File: src/core/pgtm_pkg.sv
// Package for the power-good tree mask block of the second status output.
// Assumes a single 100 MHz clock and a synchronous, active-high reset.
`default_nettype none

package pgtm_pkg;

  // Register byte offsets on the AHB-Lite bus
  localparam logic [7:0] PGTM_OFS_MASK_B = 8'h00;
  localparam logic [7:0] PGTM_OFS_MASK_A = 8'h04;
  localparam logic [7:0] PGTM_OFS_STATUS = 8'h08;

  // Bit positions inside second_output_pg_source_mask_b
  localparam int PGTM_BIT_FIFTH_CTL  = 7;
  localparam int PGTM_BIT_FOURTH_CTL = 6;
  localparam int PGTM_BIT_SECOND_CTL = 5;
  localparam int PGTM_BIT_FIRST_CTL  = 4;
  localparam int PGTM_BIT_TERM_REG   = 3;
  localparam int PGTM_BIT_SHARED     = 2;
  localparam int PGTM_BIT_FIRST_B_SW = 1;
  localparam int PGTM_BIT_THIRD_A    = 0;

  // Status register field positions
  localparam int PGTM_STAT_SRC_B_LSB = 0;
  localparam int PGTM_STAT_SRC_A_LSB = 8;
  localparam int PGTM_STAT_PIN_BIT   = 16;

  // Values after reset; the real part differs per variant, so these are defaults
  localparam logic [7:0] PGTM_RST_MASK_B = 8'hFF;
  localparam logic [7:0] PGTM_RST_MASK_A = 8'hFF;

  // AHB transfer types and the word size the bench drives; the slave does not decode HSIZE
  localparam logic [1:0] PGTM_HTRANS_IDLE   = 2'h0;
  localparam logic [1:0] PGTM_HTRANS_NONSEQ = 2'h2;
  localparam logic [2:0] PGTM_HSIZE_WORD    = 3'h2;

  // Synchroniser depth for pin and flag inputs
  localparam int PGTM_SYNC_STAGES = 2;

  // Address phase of one AHB-Lite transfer
  typedef struct packed {
    logic        sel;
    logic [1:0]  trans;
    logic        write;
    logic [2:0]  size;
    logic [7:0]  addr;
  } pgtm_ahb_req_s;

  // Sources ordered as the bits of mask B
  typedef struct packed {
    logic fifth_control_input;
    logic fourth_control_input;
    logic second_control_input;
    logic first_control_input;
    logic memory_termination_regulator;
    logic shared_rail;
    logic first_b_load_switch;
    logic third_a_regulator;
  } pgtm_src_b_s;

endpackage

`default_nettype wire

File: src/core/pgtm_top.sv
// Mask register bank and power-good combination for the second status output.
// Assumes one clock CLK, synchronous reset SRST, and AHB-Lite as sole register path;
// all source inputs arrive asynchronously and are synchronised here.
//
// Behaviour
// - Bit 7 masks fifth control input state
// - Bit 6 masks fourth control input state
// - Bit 5 masks second control input state
// - Bit 4 masks first control input state
// - Bit 3 masks termination regulator good flag
// - Bit 2 masks shared rail good flag
// - Bit 1 masks first B switch flag
// - Bit 0 masks third A regulator flag
`default_nettype none

module pgtm_top #(
  parameter logic [7:0] MASK_B_RESET = pgtm_pkg::PGTM_RST_MASK_B,
  parameter logic [7:0] MASK_A_RESET = pgtm_pkg::PGTM_RST_MASK_A
) (
  input  wire logic        CLK,
  input  wire logic        SRST,
  // AHB-Lite slave
  input  wire logic        HSEL,
  input  wire logic [7:0]  HADDR,
  input  wire logic [1:0]  HTRANS,
  input  wire logic        HWRITE,
  input  wire logic [2:0]  HSIZE,
  input  wire logic [31:0] HWDATA,
  input  wire logic        HREADY,
  output logic             HREADYOUT,
  output logic [31:0]      HRDATA,
  output logic             HRESP,
  // Power-good sources, all asynchronous to CLK
  input  wire logic        FIFTH_CONTROL_INPUT,
  input  wire logic        FOURTH_CONTROL_INPUT,
  input  wire logic        SECOND_CONTROL_INPUT,
  input  wire logic        FIRST_CONTROL_INPUT,
  input  wire logic        TERMINATION_POWER_GOOD_FLAG,
  input  wire logic        SHARED_RAIL_POWER_GOOD_FLAG,
  input  wire logic        FIRST_B_SWITCH_POWER_GOOD_FLAG,
  input  wire logic        THIRD_A_REGULATOR_POWER_GOOD_FLAG,
  input  wire logic [7:0]  COMPANION_POWER_GOOD_FLAGS,
  // Combined result
  output logic             SECOND_STATUS_OUTPUT_PIN
);

  // Bus decode helpers
  typedef enum logic [2:0] {
    PGTM_REG_MASK_B = 3'b001,
    PGTM_REG_MASK_A = 3'b010,
    PGTM_REG_STATUS = 3'b100
  } pgtm_reg_e;

  // Maps a byte address to a one-hot register select, zero if unmapped
  function automatic logic [2:0] pgtm_decode(input logic [7:0] addr);
    logic [2:0] hit;
    hit = 3'h0;
    case (addr)
      pgtm_pkg::PGTM_OFS_MASK_B: hit = PGTM_REG_MASK_B;
      pgtm_pkg::PGTM_OFS_MASK_A: hit = PGTM_REG_MASK_A;
      pgtm_pkg::PGTM_OFS_STATUS: hit = PGTM_REG_STATUS;
      default:                   hit = 3'h0;
    endcase
    return hit;
  endfunction

  // Combines sources with masks: a set mask bit forces that source to good
  function automatic logic pgtm_tree(input logic [7:0] src, input logic [7:0] msk);
    return &(src | msk);
  endfunction

  pgtm_pkg::pgtm_ahb_req_s req;
  pgtm_pkg::pgtm_ahb_req_s dph_r;
  pgtm_pkg::pgtm_src_b_s   src_raw;
  pgtm_pkg::pgtm_src_b_s   src_b;
  logic [7:0]              sync_b1_r;
  logic [7:0]              sync_b2_r;
  logic [7:0]              sync_a1_r;
  logic [7:0]              sync_a2_r;
  logic [7:0]              mask_b_r;
  logic [7:0]              mask_a_r;
  logic                    dph_valid_r;
  logic                    addr_take;
  logic [2:0]              addr_hit;
  logic [2:0]              dph_hit;
  logic [31:0]             rdata_nxt;
  logic                    pin_nxt;

  // Pack the address phase and the raw sources
  assign req = '{sel:   HSEL,
                 trans: HTRANS,
                 write: HWRITE,
                 size:  HSIZE,
                 addr:  HADDR};

  assign src_raw = '{fifth_control_input:          FIFTH_CONTROL_INPUT,
                     fourth_control_input:         FOURTH_CONTROL_INPUT,
                     second_control_input:         SECOND_CONTROL_INPUT,
                     first_control_input:          FIRST_CONTROL_INPUT,
                     memory_termination_regulator: TERMINATION_POWER_GOOD_FLAG,
                     shared_rail:                  SHARED_RAIL_POWER_GOOD_FLAG,
                     first_b_load_switch:          FIRST_B_SWITCH_POWER_GOOD_FLAG,
                     third_a_regulator:            THIRD_A_REGULATOR_POWER_GOOD_FLAG};

  // Two-stage synchronisers; the first stage feeds only the second
  always_ff @(posedge CLK) begin
    if (SRST) begin
      sync_b1_r <= 8'h00;
      sync_b2_r <= 8'h00;
      sync_a1_r <= 8'h00;
      sync_a2_r <= 8'h00;
    end else begin
      sync_b1_r <= src_raw;
      sync_b2_r <= sync_b1_r;
      sync_a1_r <= COMPANION_POWER_GOOD_FLAGS;
      sync_a2_r <= sync_a1_r;
    end
  end

  assign src_b = pgtm_pkg::pgtm_src_b_s'(sync_b2_r);

  // A transfer is taken when selected, NONSEQ or SEQ, and the bus is ready
  assign addr_take = req.sel && HREADY && (req.trans == pgtm_pkg::PGTM_HTRANS_NONSEQ ||
                                           req.trans == 2'h3);
  assign addr_hit  = pgtm_decode(req.addr);
  assign dph_hit   = pgtm_decode(dph_r.addr);

  // Address phase capture; the data phase always completes in one cycle
  always_ff @(posedge CLK) begin
    if (SRST) begin
      dph_valid_r <= 1'b0;
      dph_r       <= '0;
    end else begin
      dph_valid_r <= addr_take;
      if (addr_take) begin
        dph_r <= req;
      end
    end
  end

  // Zero wait states and OKAY only, so both are constant flip-flops
  always_ff @(posedge CLK) begin
    if (SRST) begin
      HREADYOUT <= 1'b1;
      HRESP     <= 1'b0;
    end else begin
      HREADYOUT <= 1'b1;
      HRESP     <= 1'b0;
    end
  end

  // Read mux evaluated on the address phase so data stands in the data phase
  always_comb begin
    rdata_nxt = 32'h0000_0000;
    case (addr_hit)
      PGTM_REG_MASK_B: rdata_nxt[7:0] = mask_b_r;
      PGTM_REG_MASK_A: rdata_nxt[7:0] = mask_a_r;
      PGTM_REG_STATUS: begin
        rdata_nxt[pgtm_pkg::PGTM_STAT_SRC_B_LSB +: 8] = sync_b2_r;
        rdata_nxt[pgtm_pkg::PGTM_STAT_SRC_A_LSB +: 8] = sync_a2_r;
        rdata_nxt[pgtm_pkg::PGTM_STAT_PIN_BIT]        = SECOND_STATUS_OUTPUT_PIN;
      end
      default:         rdata_nxt = 32'h0000_0000;
    endcase
  end

  // Read data register; unmapped addresses and writes read as zero
  always_ff @(posedge CLK) begin
    if (SRST) begin
      HRDATA <= 32'h0000_0000;
    end else if (addr_take && !req.write) begin
      HRDATA <= rdata_nxt;
    end else begin
      HRDATA <= 32'h0000_0000;
    end
  end

  // Mask B: each bit drops one source of this output's tree
  // A write landing in the same cycle as reset release is simply not taken.
  always_ff @(posedge CLK) begin
    if (SRST) begin
      mask_b_r <= MASK_B_RESET;
    end else if (dph_valid_r && dph_r.write && dph_hit == PGTM_REG_MASK_B) begin
      mask_b_r[pgtm_pkg::PGTM_BIT_FIFTH_CTL]  <= HWDATA[pgtm_pkg::PGTM_BIT_FIFTH_CTL];
      mask_b_r[pgtm_pkg::PGTM_BIT_FOURTH_CTL] <= HWDATA[pgtm_pkg::PGTM_BIT_FOURTH_CTL];
      mask_b_r[pgtm_pkg::PGTM_BIT_SECOND_CTL] <= HWDATA[pgtm_pkg::PGTM_BIT_SECOND_CTL];
      mask_b_r[pgtm_pkg::PGTM_BIT_FIRST_CTL]  <= HWDATA[pgtm_pkg::PGTM_BIT_FIRST_CTL];
      mask_b_r[pgtm_pkg::PGTM_BIT_TERM_REG]   <= HWDATA[pgtm_pkg::PGTM_BIT_TERM_REG];
      mask_b_r[pgtm_pkg::PGTM_BIT_SHARED]     <= HWDATA[pgtm_pkg::PGTM_BIT_SHARED];
      mask_b_r[pgtm_pkg::PGTM_BIT_FIRST_B_SW] <= HWDATA[pgtm_pkg::PGTM_BIT_FIRST_B_SW];
      mask_b_r[pgtm_pkg::PGTM_BIT_THIRD_A]    <= HWDATA[pgtm_pkg::PGTM_BIT_THIRD_A];
    end
  end

  // Companion mask A for the remaining eight sources of the same tree
  always_ff @(posedge CLK) begin
    if (SRST) begin
      mask_a_r <= MASK_A_RESET;
    end else if (dph_valid_r && dph_r.write && dph_hit == PGTM_REG_MASK_A) begin
      mask_a_r <= HWDATA[7:0];
    end
  end

  // Tree: masked sources are forced good, every other must report good
  always_comb begin
    pin_nxt = 1'b1;
    if (!(src_b.fifth_control_input || mask_b_r[pgtm_pkg::PGTM_BIT_FIFTH_CTL])) begin
      pin_nxt = 1'b0;
    end
    if (!(src_b.fourth_control_input || mask_b_r[pgtm_pkg::PGTM_BIT_FOURTH_CTL])) begin
      pin_nxt = 1'b0;
    end
    if (!(src_b.second_control_input || mask_b_r[pgtm_pkg::PGTM_BIT_SECOND_CTL])) begin
      pin_nxt = 1'b0;
    end
    if (!(src_b.first_control_input || mask_b_r[pgtm_pkg::PGTM_BIT_FIRST_CTL])) begin
      pin_nxt = 1'b0;
    end
    if (!(src_b.memory_termination_regulator || mask_b_r[pgtm_pkg::PGTM_BIT_TERM_REG])) begin
      pin_nxt = 1'b0;
    end
    if (!(src_b.shared_rail || mask_b_r[pgtm_pkg::PGTM_BIT_SHARED])) begin
      pin_nxt = 1'b0;
    end
    if (!(src_b.first_b_load_switch || mask_b_r[pgtm_pkg::PGTM_BIT_FIRST_B_SW])) begin
      pin_nxt = 1'b0;
    end
    if (!(src_b.third_a_regulator || mask_b_r[pgtm_pkg::PGTM_BIT_THIRD_A])) begin
      pin_nxt = 1'b0;
    end
    if (!pgtm_tree(sync_a2_r, mask_a_r)) begin
      pin_nxt = 1'b0;
    end
  end

  // Registered pin; low in reset so no false good is shown while masks settle
  always_ff @(posedge CLK) begin
    if (SRST) begin
      SECOND_STATUS_OUTPUT_PIN <= 1'b0;
    end else begin
      SECOND_STATUS_OUTPUT_PIN <= pin_nxt;
    end
  end

endmodule

`default_nettype wire

File: config.mk
export PLATFORM = sky130hd
export DESIGN_NAME = pgtm_top
export DESIGN_NICKNAME = d
export VERILOG_FILES = /design/src/core/pgtm_pkg.sv /design/src/core/pgtm_top.sv
export SDC_FILE = /design/constraint.sdc
export NUM_CORES = 1
export LEC_CHECK = 0
export ABC_AREA = 1
export BUFFER_PORTS_ARGS = -buffer_cell sky130_fd_sc_hd__buf_2
export CAP_MARGIN = 20
export CORE_UTILIZATION = 53
export CTS_CLUSTER_DIAMETER = 120
export DETAILED_ROUTE_END_ITERATION = 10
export PLACE_DENSITY = 0.91
export SLEW_MARGIN = 15
export SYNTH_ARGS = -nofsm -noshare
export SYNTH_HDL_FRONTEND = slang
export SYNTH_SLANG_ARGS = --single-unit
File: constraint.sdc
create_clock -name CLK -period 2.1 [get_ports CLK]
set_input_delay 0.105 -clock CLK [delete_from_list [all_inputs] [get_ports CLK]]
set_output_delay 0.105 -clock CLK [all_outputs]
set_load 0.01 [all_outputs]
==> out/metrics.yaml, run 1 <==
outcome: "finished clean"
yosysWarnings: 0
antenna_left: 0
htreeDepth: 3
min_delay_worst_endpoint: "mask_a_r[7]$_SDFFE_PP1P_"
port_buffers: 55
finClkSkew_ps: 6.44
fin_setup_tns_ps: 0
clkPwrFrac_pct: 41.5
wl_per_cell_um: 11.5
r2r-end: "mask_b_r[6]$_SDFFE_PP1P_"
required_ps: 2320
grt-ovfl-total: 0
syn2layout_area_growth_pct: 22.7
post-route-period-util_pct: 66.7
fmax_mhz: 714
initial_core_util_pct: 56.0
worst_setup_path_start_kind: "register"
finalMaxSlewViolations: 0
wirelength_um: 5980
cap_violations: 0
rsz0062_at_grt: "false"
r2r_cells: 6
p_int_uw: 2260
cts-root-buf: "clkbuf_8"
core_area_mm2: 0.00517
antenna_found_initial: 0
initialDrtViolationCount: 200
die_w_um: 75.9
cts.sinks: 76
swShare_pct: 21.6
endpoint_kind: "register"
post-route-min-period_ps: 1400
grt_use_met3_pct: 7.23
critPathKind: "register to register"
worstHoldStart: "HWDATA[7]"
grt_pass1_vias: 2225
ys_seq_area_share_pct: 52.5
cts_tree: "done"
p_leak_uw: 0.00180
clkLatencyLatePin_ps: 340
fin_cells: 521
worstPathArrival_ps: 1620
track_usage_pct: 22.8
post_cts_resized: 0
post_cts_buffers: 0
synth_cells: 371
die_y_um: 75.9
hold_depth: 3
dr.pass1.iters: 6
diodes: 0
grt_pass1_wl_um: 10100
syn_area_per_cell_um2: 7.81
clk_pin_slew_worst_paths_ps: 70
viasPerCell: 4.64
drc: 0
p_total_uw: 2880
cts_buffers: 9
final_area_mm2: 0.00355
final_common_cell: "dfxtp_1"
num_io_pins: 101
syn_area_mm2: 0.00290
use_met2_pct: 35.5
yosysUniqueCellTypes: 24
dp.cells: 488
nets: 512
power.switching_uw: 622
powerDensity_mw_per_mm2: 811
r2r_setup_slack_ps: 700
grt_max_degree: 36
yosys_register_bits: 76
top_usage_layer: "met2"
clk_path_buf_depth: 2
p_comb_share_pct: 6.5
dpl_cell_area_mm2: 0.00317
dp_hpwl_um: 4060
setup_viol: 0
die_area_mm2: 0.00577
use_met1_pct: 26.8
cp_max_fo: 18
timing.rr.start: "dph_r[0]$_SDFFE_PP0P_"
final_cell_mix: "dfxtp_1 (76), nor2_1 (71), inv_1 (63), buf_2 (55), nand3_1 (42)"
ir_worst_vdd_v: 0.000530
drive_above_1_share_pct: 22.0
final-hold-violation-count: 0
hold_path_class: "input pin to register"
p_seq_share_pct: 52.0
vias: 2418
gp_congestion: 0.935
rows: 26
-- power by group through the flow --
stage	Clock (µW)	Sequential, µW	Combinational (µW)
after floorplan	0	1530	121
after global placement	0	1530	154
after detailed placement	0	1530	159
after CTS	1220	1500	184
after global routing	1290	1500	211
final	1200	1500	187
-- repair_timing --
item / CTS / global route
setup endpoints to repair: 0 / 0
hold buffers: 17 / 0
endpoints found under the hold margin: 17 / 0
-- worst max-delay path by stage --
stage | depth (start not counted) | to | slack, ps | from
after global routing | 6 | mask_a_r[0]$_SDFFE_PP1P_ | 570 | dph_r[6]$_SDFFE_PP0P_
after global placement | 6 | mask_b_r[1]$_SDFFE_PP1P_ | 780 | dph_r[7]$_SDFFE_PP0P_
after detailed placement | 6 | mask_a_r[3]$_SDFFE_PP1P_ | 730 | dph_r[0]$_SDFFE_PP0P_
final | 6 | mask_b_r[6]$_SDFFE_PP1P_ | 700 | dph_r[0]$_SDFFE_PP0P_
after CTS | 6 | mask_a_r[3]$_SDFFE_PP1P_ | 720 | dph_r[0]$_SDFFE_PP0P_
after floorplan | 4 | mask_b_r[0]$_SDFFE_PP1P_ | 1020 | dph_r[3]$_SDFFE_PP0P_
-- state kept, by name, indices dropped and copies added, names as in the netlist --
signal,count
sync_a1_r,8
SECOND_STATUS_OUTPUT_PIN,1
dph_valid_r,1
HRDATA,17
mask_b_r,8
src_b,8
sync_b1_r,8
dph_r,9
mask_a_r,8
sync_a2_r,8
-- cell families (layout without fill, tap and decap cells) --
logic type             Yosys count  after routing  share of synthesized area, %
other                            2             17                         0.259
flip-flops                      76             76                          52.5
AND/OR/NAND/NOR                176            176                          28.0
AO/OA/AOI/OAI                   25             25                          4.62
buffers and inverters           92            157                          14.6
-- cell usage after synthesis, drive strengths merged --
library cell  number  share of area, %
buf               26               6.1
o22ai              4              0.86
o21ai             10               1.7
nor3               1              0.56
clkbuf             1              0.13
nand4              2              0.43
o2111ai            1              0.30
conb               2              0.26
a21oi             10               1.7
dfxtp             76                53
inv               65               8.4
nor2              84                12
nand3             44               7.9
or2                1              0.22
nand2             44               6.5
-- area by class of cell --
class | count | area, µm²
Sequential cell | 76 | 1520
Timing Repair Buffer | 76 | 475
Tap cell | 70 | 87.6
Multi-Input combinational cell | 218 | 1010
Clock buffer | 12 | 145
Fill cell | 390 | 1620
Inverter | 65 | 244
Clock inverter | 4 | 72.6
-- per-layer routing --
metal  wire [µm]  vias up
li1            -     1242
met1        2410     1034
met2        2830      113
met3         452       29
met4         291        0
met5           0        -
-- metrics by stage --
stage	util [%]	hold slack [ps]	worst slack [ps]
global route	68.7	10.4	570
floorplan	-	212	1020
CTS	68.7	2.99	721
detailed placement	61.2	313	733
finish	68.7	20.4	700
global placement	61.2	305	784
-- worst max-delay path, stage by stage (launching register included) --
cell	delay [ps]
dfxtp_1	310
inv_1	60
nand4_1	130
nor2_4	390
nand2_2	200
nand2_1	110
nand3_1	80
Power figures use the tool's default switching activity.
==> run 2, diff against run 1 <==
- CORE_UTILIZATION: 53 -> 49
- PLACE_DENSITY: 0.91 -> 0.86
- clock period: 2.1 -> 1.46 ns (I/O delays scaled with it)
==> run 2 against run 1 <==
Effect of this change:
- combinational power rose by 56%
- worst hold slack worse by 4.0 ps
- first-iteration DRC count unchanged
- clock power is 33% higher
- final cell count increased by 2.3%
- critical path type unchanged
- largest cell class unchanged
==> out/metrics.yaml, run 2 (same netlist as run 1, synthesis figures left out) <==
outcome: "finished clean"
worst_setup_path_start_kind: "register"
hold_depth: 3  # unchanged
startpoint: "dph_r[1]$_SDFFE_PP0P_"
finClkSkew_ps: 7.37  # +0.935 ps
p_leak_uw: 0.00184  # +2.0%
cts_buffers: 9  # unchanged
antenna_found_initial: 0  # unchanged
final_area_mm2: 0.00364  # +2.3%
largest-register: "HRDATA"
finalMaxSlewViolations: 0  # unchanged
fmax_mhz: 814  # +14%
clk_pin_slew_worst_paths_ps: 80  # about the same
top_regs: "HRDATA x17, dph_r x9"
largest_reg_flops: 17  # unchanged
post_cts_buffers: 0  # unchanged
fill_cells: 447  # +15%
core_area_mm2: 0.00561  # +8.4%
cts_tree: "done"
cp_max_fo: 9  # -9
min_delay_worst_endpoint: "dph_r[7]$_SDFFE_PP0P_"
clkLatencyLatePin_ps: 350  # about the same
vias: 2445  # +1.1%
grt_pass1_vias: 2260  # +1.6%
initialDrtViolationCount: 200  # unchanged
htreeDepth: 3  # unchanged
dpl_cell_area_mm2: 0.00318  # +0.55%
worstHoldStart: "HADDR[7]"
ir_worst_vdd_v: 0.000646  # +22%
post_cts_resized: 0  # unchanged
p_total_uw: 4040  # +40%
grt-ovfl-total: 0  # unchanged
grt_pass1_wl_um: 10200  # +0.27%
post-route-min-period_ps: 1230  # -172 ps
cts.sinks: 76  # unchanged
post-route-period-util_pct: 84.1  # +17 points
die_area_mm2: 0.00623  # +7.9%
antenna_left: 0  # unchanged
die_w_um: 78.9  # +3.9%
rows: 27  # +3.8%
powerDensity_mw_per_mm2: 1110  # +37%
worstPathArrival_ps: 1460  # -160 ps
setup_viol: 0  # unchanged
dp_hpwl_um: 4150  # +2.3%
endpoint_kind: "register"
clk_path_buf_depth: 2  # unchanged
required_ps: 1690  # -630 ps
postCtsHoldBufs: 25  # +8
track_usage_pct: 21.8  # -1.0 points
wl_per_cell_um: 11.5  # +0.53%
nets: 522  # +2.0%
initial_core_util_pct: 51.7  # -4.3 points
diodes: 0  # unchanged
r2r_cells: 6  # unchanged
r2r-end: "mask_a_r[5]$_SDFFE_PP1P_"
cts-root-buf: "clkbuf_8"
final-hold-violation-count: 0  # unchanged
viasPerCell: 4.59  # -1.2%
drive_above_1_share_pct: 22.3  # +0.39 points
cap_violations: 0  # unchanged
dr.pass1.iters: 4  # -2
syn2layout_area_growth_pct: 25.5
gp_congestion: 0.903  # -3.5%
die_y_um: 78.9  # +3.9%
port_buffers: 55  # unchanged
critPathKind: "register to register"
drc: 0  # unchanged
final_common_cell: "dfxtp_1"
r2r_setup_slack_ps: 230  # -470 ps
rsz0062_at_grt: "false"
timing.rr.start: "dph_r[1]$_SDFFE_PP0P_"
num_io_pins: 101  # unchanged
final_cell_mix: "dfxtp_1 (76), nor2_1 (71), inv_1 (63), buf_2 (55), nand3_1 (42)"
hold_path_class: "input pin to register"
grt_max_degree: 33  # -8.3%
fin_setup_tns_ps: 0  # unchanged
wirelength_um: 6150  # +2.8%
run 2: cell count changes in the layout (fill, tap and decap cells not counted):
cell | before | now
clkinv_4 | 0 | 1
buf_4 | 4 | 6
clkinvlp_4 | 1 | 2
clkinv_2 | 1 | 2
dlygate4sd3_1 | 17 | 25
clkbuf_1 | 2 | 0
bufinv_16 | 2 | 1
run 2: layout make-up:
cell class | instances | area (µm²) | area share, %
flip-flops and latches | 76 | 1520 | 41.8
repair buffers | 86 | 571 | 15.7
multi-input cells | 218 | 1010 | 27.7
inverters | 65 | 244 | 6.71
well taps | 72 | 90.1 | 2.48
clock inverters | 6 | 63.8 | 1.75
clock buffers | 10 | 138 | 3.79
run 2: worst max-delay path, cell delays in order, from the launching register on:
cell and delay, ps:
dfxtp_1 310, inv_2 50, nand4_1 130, nor2_4 260
nand2_2 170, nand2_1 100, nand3_1 70
run 2: worst max-delay path by stage:
stage,to,cells after the start
after global placement,mask_a_r[0]$_SDFFE_PP1P_,6
after global routing,mask_b_r[1]$_SDFFE_PP1P_,6
after floorplan,mask_b_r[0]$_SDFFE_PP1P_,4
after detailed placement,mask_a_r[5]$_SDFFE_PP1P_,6
final,mask_a_r[5]$_SDFFE_PP1P_,6
after CTS,mask_a_r[5]$_SDFFE_PP1P_,6
run 2: metrics by stage:
step	hold WS (ps)	cells	worst slack, ps	utilization, %
6_report	16.3	533	232	64.8
2_1_floorplan	180	386	380	-
3_3_place_gp	275	492	293	56.8
4_1_cts	7.18	533	238	64.8
3_5_place_dp	278	492	261	56.8
5_1_grt	37.2	533	85.4	64.8
run 2: report_power, final:
group / total (µW) / switching, µW / internal [µW]
sequential: 2150 / 24.6 / 2130
combinational: 291 / 162 / 129
clock: 1590 / 761 / 831
run 2: per-layer routing:
metal / part of all wire, % / global-route usage [%] / vias to the layer above
li1: - / - / 1266
met1: 41 / 24.5 / 1067
met2: 48 / 35.6 / 85
met3: 5.2 / 6.32 / 27
met4: 4.9 / 15.1 / 0
met5: 0 / 0 / -
